File: config.mk
export PLATFORM = sky130hd
export DESIGN_NAME = serial_channel_mode_registers
export DESIGN_NICKNAME = d
export VERILOG_FILES = /design/src/mode_regs_pkg.sv /design/src/reg_write_if.sv /design/src/serial_channel_mode_registers.sv /design/src/station_matcher.sv
export SDC_FILE = /design/constraint.sdc
export NUM_CORES = 1
export LEC_CHECK = 0
export BUFFER_PORTS_ARGS = -buffer_cell sky130_fd_sc_hd__clkbuf_2
export CORE_UTILIZATION = 39
export DETAILED_ROUTE_END_ITERATION = 12
export PLACE_DENSITY = 0.77
export SYNTH_ARGS = -nofsm -noshare
export SYNTH_HDL_FRONTEND = slang
export SYNTH_HIERARCHICAL = 1
export SYNTH_SLANG_ARGS = --single-unit
File: constraint.sdc
create_clock -name clk -period 2.5 [get_ports clk]
set_input_delay 0.25 -clock clk [delete_from_list [all_inputs] [get_ports clk]]
set_output_delay 0.25 -clock clk [all_outputs]
set_load 0.05 [all_outputs]
File: src/mode_regs_pkg.sv
// constants and types for the serial channel mode register bank
package mode_regs_pkg;
   localparam logic [11:0] OFF_POINTER    = 12'h000;
   localparam logic [11:0] OFF_DATA       = 12'h004;
   localparam logic [11:0] OFF_VECTOR     = 12'h008;
   localparam logic [11:0] OFF_RXPAR      = 12'h00C;
   localparam logic [11:0] OFF_LINEMODE   = 12'h010;
   localparam logic [11:0] OFF_TXPAR      = 12'h014;
   localparam logic [11:0] OFF_SYNCADDR   = 12'h018;
   localparam logic [3:0]  IDX_VECTOR     = 4'h2;
   localparam logic [3:0]  IDX_RXPAR      = 4'h3;
   localparam logic [3:0]  IDX_LINEMODE   = 4'h4;
   localparam logic [3:0]  IDX_TXPAR      = 4'h5;
   localparam logic [3:0]  IDX_SYNCADDR   = 4'h6;
   localparam logic [2:0]  CMD_POINT_HIGH = 3'h1;
   localparam int          POS_CMD        = 3;
   localparam int          POS_RX_ENABLE  = 0;
   localparam int          POS_SYNC_INHIB = 1;
   localparam int          POS_ADDR_SRCH  = 2;
   localparam int          POS_RX_CRC     = 3;
   localparam int          POS_SYNC_SEARCH_STATE       = 4;
   localparam int          POS_AUTO_EN    = 5;
   localparam int          POS_CHAR_LEN   = 6;
   localparam int          POS_PAR_EN     = 0;
   localparam int          POS_PAR_EVEN   = 1;
   localparam int          POS_STOP       = 2;
   localparam int          POS_SYNCMODE   = 4;
   localparam int          POS_CLKDIV     = 6;
   localparam int          POS_TX_CRC_EN  = 0;
   localparam int          POS_RTS        = 1;
   localparam int          POS_CRC16      = 2;
   localparam int          POS_TX_EN      = 3;
   localparam int          POS_BREAK      = 4;
   localparam int          POS_TX_LEN     = 5;
   localparam int          POS_DTR        = 7;
   localparam logic [7:0]  RST_CLR_RXPAR  = 8'hFE;
   localparam logic [7:0]  RST_CLR_TXPAR  = 8'h61;
   localparam logic [7:0]  RST_SET_LINE   = 8'h04;
   localparam logic [7:0]  RST_CLR_LINE   = 8'hFE;
   localparam logic [7:0]  RST_ANY        = 8'h00;
   localparam logic [7:0]  RANGE_MASK     = 8'hF0;
   localparam logic [7:0]  LOW_NIBBLE     = 8'h0F;
   localparam logic [31:0] ERR_DATA       = 32'h0000_0000;
   typedef enum logic [1:0] {
      SYNC8 = 2'b00, SYNC16 = 2'b01, FLAGS = 2'b10, EXTSYNC = 2'b11
   } sync_mode_t;
   typedef enum logic [1:0] {
      BITS5 = 2'b00, BITS7 = 2'b01, BITS6 = 2'b10, BITS8 = 2'b11
   } char_len_t;
   typedef enum logic [1:0] {
      DIV1 = 2'b00, DIV16 = 2'b01, DIV32 = 2'b10, DIV64 = 2'b11
   } clk_div_t;
   typedef enum logic [1:0] {
      SYNCHRONOUS = 2'b00, STOP1 = 2'b01, STOP15 = 2'b10, STOP2 = 2'b11
   } stop_mode_t;
endpackage : mode_regs_pkg

File: src/reg_write_if.sv
// frame address compare bundle between register bank and matcher
`timescale 1ns/1ps
interface reg_write_if;
   logic [7:0] station;
   logic       rangeMode;
   logic [7:0] frameAddr;
   logic       frameValid;
   logic       match;
   modport owner (output station, rangeMode, frameAddr, frameValid,
                  input match);
   modport matcher (input station, rangeMode, frameAddr, frameValid,
                    output match);
endinterface : reg_write_if

File: src/serial_channel_mode_registers.sv
// per-channel write-only mode registers with apb access
//
// Behaviour
// - eight-bit vector register, unset at reset
// - receive parameters fields; enable cleared by reset
// - clock, sync, stop and parity mode fields
// - transmit parameters; reset clears modem, break fields
// - sync or station address meaning per mode
// - pointer selects register; point high extends
//
// Register access over APB and the register offsets were chosen for this implementation.
`timescale 1ns/1ps
module serial_channel_mode_registers
   import mode_regs_pkg::*;
(
   input  wire logic        clk,
   input  wire logic        nrst,
   input  wire logic        psel,
   input  wire logic        penable,
   input  wire logic        pwrite,
   input  wire logic [11:0] paddr,
   input  wire logic [31:0] pwdata,
   output logic      [31:0] prdata,
   output logic             pready,
   output logic             pslverr,
   input  wire logic [7:0]  frameAddr,
   input  wire logic        frameValid,
   input  wire logic        rangeMode,
   output logic             frameAccept,
   output logic      [7:0]  vectorOut,
   output logic             rxEnable,
   output logic             syncLoadInhibit,
   output logic             addressSearch,
   output logic             rxCrcEnable,
   output logic             syncSearchState,
   output logic             autoEnable,
   output logic      [1:0]  rxCharLen,
   output logic      [1:0]  clockDivide,
   output logic      [1:0]  syncMode,
   output logic      [1:0]  stopMode,
   output logic             parityEven,
   output logic             parityEnable,
   output logic             dtr,
   output logic      [1:0]  txCharLen,
   output logic             sendBreak,
   output logic             txEnable,
   output logic             crc16Select,
   output logic             rts,
   output logic             txCrcEnable,
   output logic      [7:0]  syncPattern
);
   logic [7:0] intVector;
   logic [7:0] rxPar;
   logic [7:0] lineMode;
   logic [7:0] txPar;
   logic [7:0] syncAddr;
   logic [3:0] pointer;

   wire        wrAccess;
   wire        rdAccess;
   wire        hitPointer;
   wire        hitData;
   wire [3:0]  directIdx;
   wire        directHit;
   wire [3:0]  target;
   wire        tgtValid;
   wire [7:0]  wbyte;
   wire        mapped;

   reg_write_if rw ();

   function automatic logic [3:0] addr_index(input logic [11:0] a);
      unique case (a)
         OFF_VECTOR:   addr_index = IDX_VECTOR;
         OFF_RXPAR:    addr_index = IDX_RXPAR;
         OFF_LINEMODE: addr_index = IDX_LINEMODE;
         OFF_TXPAR:    addr_index = IDX_TXPAR;
         OFF_SYNCADDR: addr_index = IDX_SYNCADDR;
         default:      addr_index = 4'hF;
      endcase
   endfunction : addr_index

   assign wrAccess   = psel && penable && pwrite;
   assign rdAccess   = psel && penable && !pwrite;
   assign wbyte      = pwdata[7:0];
   assign hitPointer = (paddr == OFF_POINTER);
   assign hitData    = (paddr == OFF_DATA);
   assign directIdx  = addr_index(paddr);
   assign directHit  = (directIdx != 4'hF);
   assign mapped     = hitPointer || hitData || directHit;
   assign target     = hitData ? pointer : directIdx;
   assign tgtValid   = hitData || directHit;
   assign pready     = 1'b1;
   // write-only bank: reads return zero, unmapped is an error
   assign pslverr    = psel && penable && !mapped;

   always_ff @(posedge clk) begin
      prdata <= ERR_DATA;
   end

   // pointer from command write, point high adds eight
   always_ff @(posedge clk) begin
      if (!nrst) begin
         pointer   <= 4'h0;
      end else if (wrAccess && hitPointer) begin
         pointer   <= {wbyte[POS_CMD +: 3] == CMD_POINT_HIGH, wbyte[2:0]};
      end else if (wrAccess && hitData) begin
         pointer <= 4'h0;
      end
   end

   always_ff @(posedge clk) begin
      if (wrAccess && tgtValid && target == IDX_VECTOR)
         intVector <= wbyte;
   end

   // sync and address register, no reset
   always_ff @(posedge clk) begin
      if (wrAccess && tgtValid && target == IDX_SYNCADDR)
         syncAddr <= wbyte;
   end

   always_ff @(posedge clk) begin
      if (!nrst)
         rxPar <= rxPar & RST_CLR_RXPAR;
      else if (wrAccess && tgtValid && target == IDX_RXPAR)
         rxPar <= wbyte;
   end

   // line mode: stop mode bit set, parity off at reset
   always_ff @(posedge clk) begin
      if (!nrst)
         lineMode <= (lineMode & RST_CLR_LINE) | RST_SET_LINE;
      else if (wrAccess && tgtValid && target == IDX_LINEMODE)
         lineMode <= wbyte;
   end

   // reset clears dtr, break, enable, crc select, rts
   always_ff @(posedge clk) begin
      if (!nrst)
         txPar <= txPar & RST_CLR_TXPAR;
      else if (wrAccess && tgtValid && target == IDX_TXPAR)
         txPar <= wbyte;
   end

   assign vectorOut       = intVector;
   assign rxEnable        = rxPar[POS_RX_ENABLE];
   assign syncLoadInhibit = rxPar[POS_SYNC_INHIB];
   assign addressSearch   = rxPar[POS_ADDR_SRCH];
   assign rxCrcEnable     = rxPar[POS_RX_CRC];
   assign syncSearchState = rxPar[POS_SYNC_SEARCH_STATE];
   assign autoEnable      = rxPar[POS_AUTO_EN];
   assign rxCharLen       = rxPar[POS_CHAR_LEN +: 2];
   assign clockDivide     = lineMode[POS_CLKDIV +: 2];
   assign syncMode        = lineMode[POS_SYNCMODE +: 2];
   assign stopMode        = lineMode[POS_STOP +: 2];
   assign parityEven      = lineMode[POS_PAR_EVEN];
   assign parityEnable    = lineMode[POS_PAR_EN];
   assign dtr             = txPar[POS_DTR];
   assign txCharLen       = txPar[POS_TX_LEN +: 2];
   assign sendBreak       = txPar[POS_BREAK];
   assign txEnable        = txPar[POS_TX_EN];
   assign crc16Select     = txPar[POS_CRC16];
   assign rts             = txPar[POS_RTS];
   assign txCrcEnable     = txPar[POS_TX_CRC_EN];
   // twelve-bit sync forces low nibble to ones
   assign syncPattern = (syncMode == SYNC16 && rxCharLen == BITS5) ?
                        (syncAddr | LOW_NIBBLE) : syncAddr;

   assign rw.station    = syncAddr;
   assign rw.rangeMode  = rangeMode;
   assign rw.frameAddr  = frameAddr;
   assign rw.frameValid = frameValid;

   station_matcher u_match (
      .m (rw.matcher)
   );

   // accept only matching frames in address search with flag sync mode
   assign frameAccept = frameValid &&
      (!(addressSearch && syncMode == FLAGS) || rw.match);
endmodule : serial_channel_mode_registers

File: src/station_matcher.sv
// station address compare for frame address search
`timescale 1ns/1ps
module station_matcher
   import mode_regs_pkg::*;
(
   reg_write_if.matcher m
);
   wire [7:0] cmpMask;
   assign cmpMask = m.rangeMode ? RANGE_MASK : 8'hFF;
   assign m.match = m.frameValid &&
                    ((m.frameAddr & cmpMask) == (m.station & cmpMask));
endmodule : station_matcher

==> impl_metrics.py <==
metrics = {
    "clock_tree": {
        "hold_buffers": 0,
        "clock-sinks": 44,
        "cts_tree": "done",
        "numCtsBuffers": 5,
        "max-clock-path-buffers": 2,
        "insertion_delay_ps": 290,
        "cts.root.buffer_cell": "clkbuf_8",
        "cts_setup_buffers": 0,
        "cts_resized": 0,
        "cts.clk_slew.worst_paths_ps": 80,
        "h-tree-depth": 2,
    },
    "cells_and_area": {
        "layout_commonest_cell": "clkbuf_2",
        "drive_above_1_share": 0.395,
        "nets": 314,
        "final_cell_count_no_fill": 326,
        "diodes": 0,
        "area_delta_synth_final_pct": 19.6,
        "final_cell_mix": "clkbuf_2 (76), conb_1 (33), edfxtp_1 (32), nand2_1 (14), dfxtp_1 (12)",
    },
    "drt": {
        "vias_per_cell": 4.51,
        "drt_iter0_markers": 42,
        "drc": 0,
        "final_antenna_net_count": 0,
        "wl_mm": 4.11,
        "firstDrtPassIters": 4,
        "vias": 1471,
        "wl_per_cell_um": 12.6,
    },
    "yosys": {
        "synth_top_family_by_area": "simple AND/OR/NAND/NOR gates",
        "synth_xor_area_frac": 0.0326,
        "synthArstFlopShare": 0,
        "syn_inst": 179,
        "ys_ff_latch": 44,
        "synth_ff_type": "edfxtp_1",
        "synth_area_sq_um": 2150,
        "synth-edff-count": 32,
        "postSynthAreaPerCell_sq_um": 12.0,
        "ys_types": 37,
        "synth_compound_gate_area_share": 0.0541,
        "synthSimpleGateAreaFrac": 0.173,
        "yosysWarnings": 6,
        "ys_seq_area_frac": 0.559,
        "yosys.area_share.adder": 0,
        "muxShareOfSynthArea": 0.0326,
    },
    "power_and_ir_drop": {
        "total_power_mw": 1.47,
        "swShare": 0.271,
        "net-switching-power_uw": 399,
        "vdd_drop_max_mv": 0.318,
        "comb_power_share": 0.134,
        "power_leakage_nw": 1.07,
        "p_seq_frac": 0.530,
        "internal_power_mw": 1.07,
        "pwr-share-clk": 0.336,
        "power_density_nw_per_um2": 572,
    },
    "timing": {
        "min_period_over_period": 0.840,
        "fmax_mhz": 476,
        "rsz0062_at_grt": "false",
        "hold_viol": 0,
        "setup_viol": 0,
        "slew_headroom": 0.529,
        "tightest_slew_ps": 697,
        "skew_ps": 4.07,
        "hold_slack_ps": 212,
        "tns_ps": 0,
        "slew_viol_final": 0,
        "period_minus_slack_ps": 2100,
    },
    "die": {
        "die_y_um": 76.2,
        "start_util": 0.413,
        "dieArea_sq_um": 5810,
        "die_x_um": 76.2,
        "ios": 134,
        "fp-row-count": 26,
        "core_area_sq_um": 5200,
    },
    "place": {
        "hpwl_mm": 3.17,
        "place_inst": 318,
        "portBuffers": 76,
        "place_congestion": 0.875,
    },
    "min_path": {
        "hold_class": "input port to flop",
    },
    "global_routing": {
        "grt_pass1_wl_mm": 6.44,
        "grt_max_degree": 15,
        "grt-ovfl-total": 0,
        "grt_usage": 0.144,
        "grt_antenna_before_repair": 0,
        "first_global_vias": 1295,
    },
    "setup_path": {
        "critical_path_required_ps": 2250,
        "arrival_ps": 1850,
        "start_kind": "flop",
        "critPathMaxFanout": 4,
        "cp-end-kind": "output port",
        "path_class": "flop to output port",
    },
    "status": {
        "status": "completed",
    },
    "run": {
        "drv_cap": 0,
    },
}
==> state kept, by name, indices dropped and copies added (netlist names) <==
| signal | count |
|---|---|
| rw.station | 8 |
| vectorOut | 8 |
| rxPar | 8 |
| lineMode | 8 |
| pointer | 4 |
| txPar | 8 |
==> cell families after synthesis <==
family | Yosys count
buffers and inverters | 44
flip-flops | 44
XOR/XNOR | 8
multiplexers | 7
other | 2
AND/OR/NAND/NOR | 55
AO/OA/AOI/OAI | 19
==> power by group through the flow <==
stage | Clock, mW | Sequential, mW | Combinational [mW]
2_1_floorplan | 0 | 0.797 | 0.192
3_3_place_gp | 0 | 0.797 | 0.195
3_5_place_dp | 0 | 0.797 | 0.197
4_1_cts | 0.508 | 0.780 | 0.197
5_1_grt | 0.543 | 0.780 | 0.209
6_report | 0.494 | 0.780 | 0.197
==> stage by stage <==
stage	area, sq um	utilization	setup WS (ps)
2_1_floorplan	2270	-	123
3_3_place_gp	2460	0.474	530
3_5_place_dp	2460	0.474	504
4_1_cts	2570	0.494	340
5_1_grt	2570	0.494	273
6_report	2570	0.494	401
==> metal layers <==
layer / up-vias / track usage / share of wire
li1: 722 / - / -
met1: 691 / 0.172 / 0.42
met2: 56 / 0.251 / 0.52
met3: 2 / 0.0371 / 0.053
met4: 0 / 0.0442 / 0.0029
met5: - / 0 / 0
==> worst max-delay path, stage by stage (launching register included) <==
cell,delay [ps]
edfxtp_1,400
nor4b_1,660
or2_2,230
clkbuf_2,270
==> cells in the mapped netlist, types with 5 or more instances <==
library cell | count | area (sq um)
o21ai_0 | 7 | 35.0
xnor2_1 | 8 | 70.1
nand2_1 | 14 | 52.6
dfxtp_1 | 12 | 240
mux2i_1 | 7 | 70.1
buf_4 | 37 | 278
or2_2 | 5 | 31.3
nor2_1 | 6 | 22.5
edfxtp_1 | 32 | 961
a21oi_1 | 6 | 30.0
==> cell type report <==
class,instances,area (sq um)
fillers,497,2630
flip-flops and latches,44,1200
multi-input cells,122,758
repair buffers,80,410
clock buffers,6,93.8
well taps,70,87.6
clock inverters,2,12.5
inverters,2,7.51
==> worst paths after layout <==
path	startpoint	endpoint	slack, ps	depth (start not counted)
worst min-delay path	pwdata[6]	txPar[6]	210	1
worst min register to register	txPar[7]	txPar[7]	460	2
worst max register to register	pointer[0]	vectorOut[6]	590	5
worst max-delay path	lineMode[5]	syncPattern[2]	400	3
Power figures use the tool's default switching activity.
